$ cat src/include/cdd_pkg.sv
// Purpose: constants for the cascaded channel divider with duty-cycle correction
// Assumes: AHB-Lite register access, 32-bit data, one aligned word per register
// Notes: stage count fields hold cycles minus one
package cdd_pkg;
  // register byte offsets
  localparam logic [7:0] STAGE1_OFF = 8'h00;
  localparam logic [7:0] STAGE2_OFF = 8'h04;
  localparam logic [7:0] CTRL_OFF = 8'h08;
  localparam logic [7:0] STATUS_OFF = 8'h0c;
  // stage register fields
  localparam int HIGH_LSB = 0;
  localparam int LOW_LSB = 4;
  localparam int BYPASS_BIT = 8;
  // control register fields
  localparam int CORR_DISABLE_BIT = 0;
  localparam int PRESCALER_USED_BIT = 1;
  // status register fields
  localparam int RATIO_LSB = 0;
  localparam int LEVEL_BIT = 12;
  // values after reset
  localparam logic [3:0] COUNT_RST = 4'h0;
  localparam logic BYPASS_RST = 1'b0;
  localparam logic CORR_DISABLE_RST = 1'b0;
  localparam logic PRESCALER_USED_RST = 1'b0;
  // stage division is high field plus low field plus this
  localparam logic [5:0] STAGE_DIV_ADD = 6'h02;
  // ahb codes
  localparam logic [1:0] HTRANS_NONSEQ = 2'h2;
  localparam logic [1:0] HTRANS_SEQ = 2'h3;
endpackage : cdd_pkg

$ cat src/core/cdd_divider.sv
// Purpose: two cascaded channel dividers with optional duty-cycle correction
// Assumes: hclk is the channel input clock (prescaler output or external clock)
// Notes: AHB-Lite slave, zero wait states, always OKAY
//
// Notes on behaviour
// - raw duty is last stage high-plus-one ratio
// - both bypassed with prescaler passes prescaler duty
// - no prescaler, both bypassed passes input duty
// - correction on gives fifty percent output for even totals, unless both bypassed
// - odd total adds input duty half cycle
// - odd cascade duty follows half-cycle extension
// - count fields hold cycles minus one
// - channel ratio is product of stage ratios
// - correction on after reset until disabled
`timescale 1ns/1ns
module cdd_divider (
  input wire logic hclk,
  input wire logic hresetn,
  input wire logic hsel,
  input wire logic [7:0] haddr,
  input wire logic [1:0] htrans,
  input wire logic hwrite,
  input wire logic [2:0] hsize,
  input wire logic [31:0] hwdata,
  input wire logic hready,
  output logic hreadyout,
  output logic hresp,
  output logic [31:0] hrdata,
  output logic clk_out
);

  // ****************************************
  // helpers
  // ****************************************
  function automatic logic [5:0] stage_div(input logic byp, input logic [3:0] n,
                                           input logic [3:0] m);
    stage_div = byp ? 6'h01 : ({2'b00, n} + {2'b00, m} + cdd_pkg::STAGE_DIV_ADD);
  endfunction : stage_div

  function automatic logic [31:0] stage_word(input logic byp, input logic [3:0] m,
                                             input logic [3:0] n);
    stage_word = {23'h000000, byp, m, n};
  endfunction : stage_word

  // ****************************************
  // register bus
  // ****************************************
  logic [3:0] n1_q, m1_q, n2_q, m2_q;
  logic byp1_q, byp2_q;
  logic corr_off_q, pre_used_q;
  logic [7:0] waddr_q;
  logic wr_q;
  logic [31:0] rdata_q;
  logic wave_q;

  wire logic take = hsel && hready && (htrans == cdd_pkg::HTRANS_NONSEQ ||
                                        htrans == cdd_pkg::HTRANS_SEQ);
  wire logic wr_stage1 = wr_q && waddr_q == cdd_pkg::STAGE1_OFF;
  wire logic wr_stage2 = wr_q && waddr_q == cdd_pkg::STAGE2_OFF;
  wire logic wr_ctrl = wr_q && waddr_q == cdd_pkg::CTRL_OFF;

  wire logic [5:0] div1 = stage_div(byp1_q, n1_q, m1_q);
  wire logic [5:0] div2 = stage_div(byp2_q, n2_q, m2_q);
  wire logic [10:0] ratio = 11'({5'h00, div1} * {5'h00, div2});
  wire logic both_byp = byp1_q && byp2_q;

  wire logic [31:0] rd_mux =
    (haddr == cdd_pkg::STAGE1_OFF) ? stage_word(byp1_q, m1_q, n1_q) :
    (haddr == cdd_pkg::STAGE2_OFF) ? stage_word(byp2_q, m2_q, n2_q) :
    (haddr == cdd_pkg::CTRL_OFF) ? {30'h0, pre_used_q, corr_off_q} :
    (haddr == cdd_pkg::STATUS_OFF) ? {19'h0, wave_q, 1'b0, ratio} : 32'h0;

  assign hreadyout = 1'b1;
  assign hresp = 1'b0;
  assign hrdata = rdata_q;

  always_ff @(posedge hclk or negedge hresetn) begin
    if (!hresetn) begin
      wr_q <= 1'b0;
      waddr_q <= 8'h00;
      rdata_q <= 32'h0;
    end else begin
      wr_q <= take && hwrite;
      waddr_q <= take ? haddr : waddr_q;
      rdata_q <= (take && !hwrite) ? rd_mux : rdata_q;
    end
  end

  // unmapped writes are dropped; unmapped reads return zero
  always_ff @(posedge hclk or negedge hresetn) begin
    if (!hresetn) begin
      n1_q <= cdd_pkg::COUNT_RST;
      m1_q <= cdd_pkg::COUNT_RST;
      byp1_q <= cdd_pkg::BYPASS_RST;
      n2_q <= cdd_pkg::COUNT_RST;
      m2_q <= cdd_pkg::COUNT_RST;
      byp2_q <= cdd_pkg::BYPASS_RST;
      corr_off_q <= cdd_pkg::CORR_DISABLE_RST;
      pre_used_q <= cdd_pkg::PRESCALER_USED_RST;
    end else begin
      if (wr_stage1) begin
        n1_q <= hwdata[cdd_pkg::HIGH_LSB +: 4];
        m1_q <= hwdata[cdd_pkg::LOW_LSB +: 4];
        byp1_q <= hwdata[cdd_pkg::BYPASS_BIT];
      end
      if (wr_stage2) begin
        n2_q <= hwdata[cdd_pkg::HIGH_LSB +: 4];
        m2_q <= hwdata[cdd_pkg::LOW_LSB +: 4];
        byp2_q <= hwdata[cdd_pkg::BYPASS_BIT];
      end
      if (wr_ctrl) begin
        corr_off_q <= hwdata[cdd_pkg::CORR_DISABLE_BIT];
        pre_used_q <= hwdata[cdd_pkg::PRESCALER_USED_BIT];
      end
    end
  end

  // ****************************************
  // cascaded counters
  // ****************************************
  logic [4:0] c1_q, c2_q;
  // counters wrap on >= so a smaller ratio written mid-period recovers at once
  wire logic tick1 = ({1'b0, c1_q} >= div1 - 6'h01);
  wire logic wrap2 = ({1'b0, c2_q} >= div2 - 6'h01);
  wire logic [4:0] c1_d = tick1 ? 5'h00 : c1_q + 5'h01;
  wire logic [4:0] c2_d = tick1 ? (wrap2 ? 5'h00 : c2_q + 5'h01) : c2_q;

  always_ff @(posedge hclk or negedge hresetn) begin
    if (!hresetn) begin
      c1_q <= 5'h00;
      c2_q <= 5'h00;
    end else begin
      c1_q <= c1_d;
      c2_q <= c2_d;
    end
  end

  // ****************************************
  // waveform and correction
  // ****************************************
  // position within the whole channel period, for the corrected waveform
  wire logic [9:0] pos_d = 10'({5'h00, c2_d} * {4'h0, div1} + {5'h00, c1_d});
  wire logic stage2_on = !byp2_q;
  // raw: high for the first high-count-plus-one cycles of the last active stage
  wire logic raw_d = stage2_on ? (c2_d <= {1'b0, n2_q}) : (c1_d <= {1'b0, n1_q});
  // 2*pos+1 < P keeps the high part at (P-1)/2 cycles for an odd P; the stretch adds the half
  wire logic corr_d = ({pos_d, 1'b1} < ratio);
  wire logic wave_d = corr_off_q ? raw_d : corr_d;
  wire logic odd_total = ratio[0] && !corr_off_q && !both_byp;
  logic ext_q;

  always_ff @(posedge hclk or negedge hresetn) begin
    if (!hresetn) begin
      wave_q <= 1'b0;
    end else begin
      wave_q <= wave_d;
    end
  end

  // falling-edge copy stretches the high phase by half an input cycle,
  // so an odd total gives 50% from a 50% input and (P-1)/2+X otherwise
  always_ff @(negedge hclk or negedge hresetn) begin
    if (!hresetn) begin
      ext_q <= 1'b0;
    end else begin
      ext_q <= wave_q;
    end
  end

  // both stages bypassed: the input clock itself (prescaler output or
  // external clock) goes straight out, so its own duty is kept
  assign clk_out = both_byp ? hclk : (wave_q | (ext_q & odd_total));

  // ****************************************
  // check helpers
  // ****************************************
  // the count checks only look once the setting has been left alone for
  // two channel periods, because a write may leave one odd period behind
  logic [11:0] quiet_q;
  logic [9:0] hi_cnt_q;
  logic [10:0] per_cnt_q;
  logic wave_prev_q;
  wire logic [11:0] quiet_d = wr_q ? 12'h000 : (quiet_q == 12'hfff) ? quiet_q :
                              quiet_q + 12'h001;
  wire logic settled = (quiet_q > ({ratio, 1'b0} + 12'h004));
  // previous level resets to the reset level of wave_q, so no false rise
  wire logic rise = wave_q && !wave_prev_q;
  wire logic [9:0] hi_cnt_d = wave_q ? hi_cnt_q + 10'h001 : 10'h000;
  wire logic [10:0] per_cnt_d = rise ? 11'h001 :
                                (per_cnt_q == 11'h7ff) ? per_cnt_q : per_cnt_q + 11'h001;
  // expected raw high time in input cycles: high count plus one of the last
  // active stage, each of its steps lasting one first-stage period
  wire logic [9:0] raw_hi_exp = byp2_q ? ({6'h00, n1_q} + 10'h001) :
                                (({6'h00, n2_q} + 10'h001) * {4'h0, div1});

  always_ff @(posedge hclk or negedge hresetn) begin
    if (!hresetn) begin
      quiet_q <= 12'h000;
      hi_cnt_q <= 10'h000;
      per_cnt_q <= 11'h000;
      wave_prev_q <= 1'b0;
    end else begin
      quiet_q <= quiet_d;
      hi_cnt_q <= hi_cnt_d;
      per_cnt_q <= per_cnt_d;
      wave_prev_q <= wave_q;
    end
  end

  // ****************************************
  // checks
  // ****************************************
  chk_ratio_product: assert property (@(posedge hclk) disable iff (!hresetn)
    ratio == (byp1_q ? 11'h1 : 11'({2'b00, n1_q} + {2'b00, m1_q} + 6'h2)) *
             (byp2_q ? 11'h1 : 11'({2'b00, n2_q} + {2'b00, m2_q} + 6'h2)))
    else $error("channel ratio is not the product of stage ratios");

  chk_stage1_range: assert property (@(posedge hclk) disable iff (!hresetn)
    ($past(wr_q) == 1'b0 && !wr_q) |-> ({1'b0, c1_q} < div1))
    else $error("first stage count left its range");

  chk_stage2_step: assert property (@(posedge hclk) disable iff (!hresetn)
    (c2_q != $past(c2_q)) |-> $past(tick1))
    else $error("second stage moved without a first stage period");

  chk_raw_high: assert property (@(posedge hclk) disable iff (!hresetn)
    (corr_off_q && stage2_on && c2_d == 5'h00 && !wr_q) |=> wave_q)
    else $error("raw output not high at start of period");

  chk_raw_low: assert property (@(posedge hclk) disable iff (!hresetn)
    (corr_off_q && stage2_on && c2_d > {1'b0, n2_q} && !wr_q) |=> !wave_q)
    else $error("raw output high past the high count");

  chk_corr_half: assert property (@(posedge hclk) disable iff (!hresetn)
    (!corr_off_q && !wr_q) |=> (wave_q == ({$past(pos_d), 1'b1} < $past(ratio))))
    else $error("corrected output not high for the first half period");

  // the stretch lives between a rising and the next falling edge, so only
  // falling-edge sampling can see it
  chk_odd_stretch: assert property (@(negedge hclk) disable iff (!hresetn)
    ($fell(wave_q) && odd_total && $stable(ratio)) |-> (ext_q && clk_out))
    else $error("odd period not stretched by half a cycle");

  chk_stretch_end: assert property (@(negedge hclk) disable iff (!hresetn)
    (!wave_q && !$past(wave_q) && !both_byp) |-> !clk_out)
    else $error("stretch lasted longer than half a cycle");

  chk_corr_write: assert property (@(posedge hclk) disable iff (!hresetn)
    (corr_off_q != $past(corr_off_q)) |-> $past(wr_ctrl))
    else $error("correction setting changed without a control write");

  chk_bypass_pass: assert property (@(posedge hclk) disable iff (!hresetn)
    ($past(both_byp) && both_byp) |-> (ratio == 11'h1 && c1_q == 5'h00 && c2_q == 5'h00))
    else $error("bypassed channel is not divide by one");

  // whole-period counts, held against the rules rather than the counters
  chk_corr_count: assert property (@(posedge hclk) disable iff (!hresetn)
    ($fell(wave_q) && !corr_off_q && !both_byp && settled) |-> (hi_cnt_q == ratio[10:1]))
    else $error("corrected high time is not half the channel period");

  chk_raw_count: assert property (@(posedge hclk) disable iff (!hresetn)
    ($fell(wave_q) && corr_off_q && !both_byp && settled) |-> (hi_cnt_q == raw_hi_exp))
    else $error("raw high time is not the high count of the last stage");

  chk_output_period: assert property (@(posedge hclk) disable iff (!hresetn)
    (rise && !both_byp && settled) |-> (per_cnt_q == ratio))
    else $error("output period is not the channel ratio");

  chk_stage2_range: assert property (@(posedge hclk) disable iff (!hresetn)
    settled |-> ({1'b0, c2_q} < div2))
    else $error("second stage count left its range");

  // register bus side
  chk_stage1_fields: assert property (@(posedge hclk) disable iff (!hresetn)
    wr_stage1 |=> (n1_q == $past(hwdata[cdd_pkg::HIGH_LSB +: 4]) &&
                   m1_q == $past(hwdata[cdd_pkg::LOW_LSB +: 4]) &&
                   byp1_q == $past(hwdata[cdd_pkg::BYPASS_BIT])))
    else $error("first stage write did not land in its fields");

  chk_stage2_fields: assert property (@(posedge hclk) disable iff (!hresetn)
    wr_stage2 |=> (n2_q == $past(hwdata[cdd_pkg::HIGH_LSB +: 4]) &&
                   m2_q == $past(hwdata[cdd_pkg::LOW_LSB +: 4]) &&
                   byp2_q == $past(hwdata[cdd_pkg::BYPASS_BIT])))
    else $error("second stage write did not land in its fields");

  chk_ctrl_fields: assert property (@(posedge hclk) disable iff (!hresetn)
    wr_ctrl |=> (corr_off_q == $past(hwdata[cdd_pkg::CORR_DISABLE_BIT]) &&
                 pre_used_q == $past(hwdata[cdd_pkg::PRESCALER_USED_BIT])))
    else $error("control write did not land in its fields");

  // read data must stand until the next read is taken
  chk_rdata_hold: assert property (@(posedge hclk) disable iff (!hresetn)
    !(take && !hwrite) |=> $stable(hrdata))
    else $error("read data changed without a read");

endmodule : cdd_divider

$ cat config.mk
export PLATFORM = sky130hd
export DESIGN_NAME = cdd_divider
export DESIGN_NICKNAME = d
export VERILOG_FILES = /design/src/include/cdd_pkg.sv /design/src/core/cdd_divider.sv
export SDC_FILE = /design/constraint.sdc
export NUM_CORES = 1
export LEC_CHECK = 0
export CAP_MARGIN = 10
export CELL_PAD_IN_SITES_DETAIL_PLACEMENT = 2
export CELL_PAD_IN_SITES_GLOBAL_PLACEMENT = 2
export CORE_UTILIZATION = 35
export DETAILED_ROUTE_END_ITERATION = 16
export DONT_BUFFER_PORTS = 1
export PLACE_DENSITY = 0.7
export SYNTH_ARGS = -nofsm -noshare
export SYNTH_HDL_FRONTEND = slang
export SYNTH_SLANG_ARGS = --single-unit
$ cat constraint.sdc
create_clock -name hclk -period 9.3 [get_ports hclk]
set_input_delay 0.465 -clock hclk [delete_from_list [all_inputs] [get_ports hclk]]
set_output_delay 0.465 -clock hclk [all_outputs]
set_load 0.01 [all_outputs]
==> metrics.cfg <==
[outcome]
outcome = completed

[power_and_ir_drop]
power.internal_uw = 1090
power_frac_seq = 0.143
ir_drop_mv = 0.106
pwr-share-clk = 0.102
comb_power_share = 0.755
switching_share = 0.506
p_switching_uw = 1110
power_per_cell_area_nw_per_um2 = 358
p_leak_uw = 0.00302

[clock_tree]
numCtsBuffers = 5
cts_setup_buffers = 0
cts_root_buf = clkbuf_16
cts.htree.levels = 2
clk_pin_slew_ps = 70
clockBufferDepth = 2
clock_latency_ps = 310
cts_tree = yes

[floorplanning]
io_pins = 85
initial_core_util = 0.360
dieHeight_um = 130
die_width_um = 130
die_area_um2 = 16900
coreArea_um2 = 15900
rows = 46

[final_layout]
nFillCells = 1807
final_nets = 800
syn2layout_area_growth_pct = 6.97
layout-drive-gt1-share = 0.0946
n_antenna_cell = 0

[global_routing]
grt_pass1_vias = 5145
antenna_found_initial = 1
grt_pass1_wl_mm = 27.9
grt_overflow = 0
grt_util_all_layers = 0.221
grt_max_degree = 53

[timing]
fin_tns_setup_ps = 0
fin_crit_ps = 8710
holdWs_ps = 14.3
relSlewSlack = 0.576
finalHoldViolCount = 0
final.period_utilization = 0.936
setup_viol = 0
setup_ws_ps = 594
worst_pin_slew_ps = 634
grt_setup_unrepaired = false
max_freq_mhz = 115
drv_slew = 0
finClkSkew_ps = 18.3

[detailed_routing]
vias_per_cell = 5.25
first_pass_iters = 4
routed_wl_mm = 17.2
antenna_left = 0
vias = 4459
post_drt_wl_per_cell_um = 20.2
drc = 0
drtIter0Drc = 147

[setup_path]
crit_family = adder cells
start_kind = flip-flop
path_buf_inv = 3
worstSetupPathType = flip-flop to flip-flop
cp_max_fo = 7
cp-end-kind = flip-flop
worst_ep_required_time_ps = 9520
cp_slowest_stage_delay_ps = 550
crit_top_cell = ha_1
cp.arrival_ps = 8930
r2r_slack_ps = 590
worst_path_max_delay_cell = fa_1

[placement]
dpl.hpwl_mm = 14.2
gp_congestion = 0.900
post-place-ws_ps = 551
io_buffers = 0

[synth]
synth.area.top_cells = dfrtp_1 (23%), ha_1 (18%), fa_1 (12%)
synth_cell_types = 55
yosys.area.top_type_share = 0.227
avgSynthCellArea_um2 = 9.11
yosys.area.top_type = dfrtp_1
yosys_register_bits = 53
async_flop_share = 1.00
ys_seq_area_frac = 0.231
ys.flop_type = dfrtp_1
syn_area_um2 = 5740
syn_inst = 630
synth_edf_count = 0
yosysWarningCount = 0
yosysMostFrequentCell = ha_1
synthTopCellsByCount = ha_1 (83), inv_1 (75), nand2_1 (72)

[run]
cap_violations = 0

[hold_path]
hold_class = input pin to async pin

logic make-up after synthesis:
logic type | after synthesis | synth area share
AOI/OAI and AO/OA | 98 | 0.118
muxes | 33 | 0.0680
adders and majority gates | 117 | 0.299
other | 2 | 0.00131
xor gates and xnor gates | 28 | 0.0427
buffers and inverters | 112 | 0.0878
DFF | 53 | 0.231
and+or+nand+nor | 187 | 0.152
path summary, 6_finish.rpt:
| kind | to | startpoint | depth (start not counted) |
|---|---|---|---|
| max in group asynchronous | ext_q | hresetn | 0 |
| min | hrdata[5] | hresetn | 1 |
| min in group hclk | wr_q | hwrite | 2 |
| min reg2reg | waddr_q[4] | waddr_q[4] | 1 |
| max | wave_q | n1_q[1] | 33 |
| max reg2reg | wave_q | n1_q[1] | 33 |
layer usage:
metal / up-vias / global-route usage / wire length [um] / share of wire
met2: 66 / 0.414 / 8850 / 0.52
met5: - / 0 / 10 / 0.00058
met4: 2 / 0.0486 / 317 / 0.018
met1: 2291 / 0.269 / 7470 / 0.44
met3: 16 / 0.0271 / 511 / 0.030
li1: 2084 / - / - / -
repair_timing:
item,in CTS,in global routing
gates resized for setup,0,0
endpoints found under the hold margin,52,0
hold buffers,1,0
per-stage QoR:
stage	total power [uW]	cells	cell area [um^2]	utilization
floorplan	1510	650	5820	-
global placement	1890	841	5950	0.373
detailed placement	1990	841	5950	0.373
CTS	2240	850	6140	0.385
global route	2480	850	6140	0.385
finish	2200	850	6140	0.385
worst reg2reg max path: cells and delay by family (launching register included):
family	cells	cell delay [ps]
buf+inv	3	190
simple gates	7	1230
xor+xnor	4	1020
fa+ha+maj	9	3440
compound gates	10	2430
flops	1	350
power groups by stage:
stage               logic [uW]  registers, uW  clock network [uW]
floorplan                 1210            298                4.14
global placement          1570            315                4.13
detailed placement        1670            319                4.13
CTS                       1700            314                 230
global route              1920            320                 238
finish                    1660            313                 224
state kept, by name, indices dropped and copies added, names as in the netlist:
name / cells
wr_q: 1
byp2_q: 1
waddr_q: 8
byp1_q: 1
corr_off_q: 1
m2_q: 4
n2_q: 4
pre_used_q: 1
n1_q: 4
m1_q: 4
hrdata: 12
ext_q: 1
c1_q: 5
c2_q: 5
wave_q: 1
cell usage in the layout, fill, tap and decap left out, types with 13 or more instances in the layout:
cell / instances
ha_1: 83
nand2_1: 72
a21oi_1: 18
fa_1: 34
nor2_1: 44
nand2b_1: 13
dfrtp_1: 52
xnor2_1: 17
o21ai_0: 33
nor2b_1: 15
conb_1: 22
mux2_2: 25
inv_1: 75
area by class of cell:
cell class,count,area (um^2),share of cell area
clock buffer,5,125,0.0204
clock inverter,4,46.3,0.00754
inverter,76,285,0.0464
multi-input combinational,485,3990,0.649
sequential,53,1330,0.216
tap,216,270,0.0440
timing repair buffer,11,103,0.0167
Power figures use the tool's default switching activity.
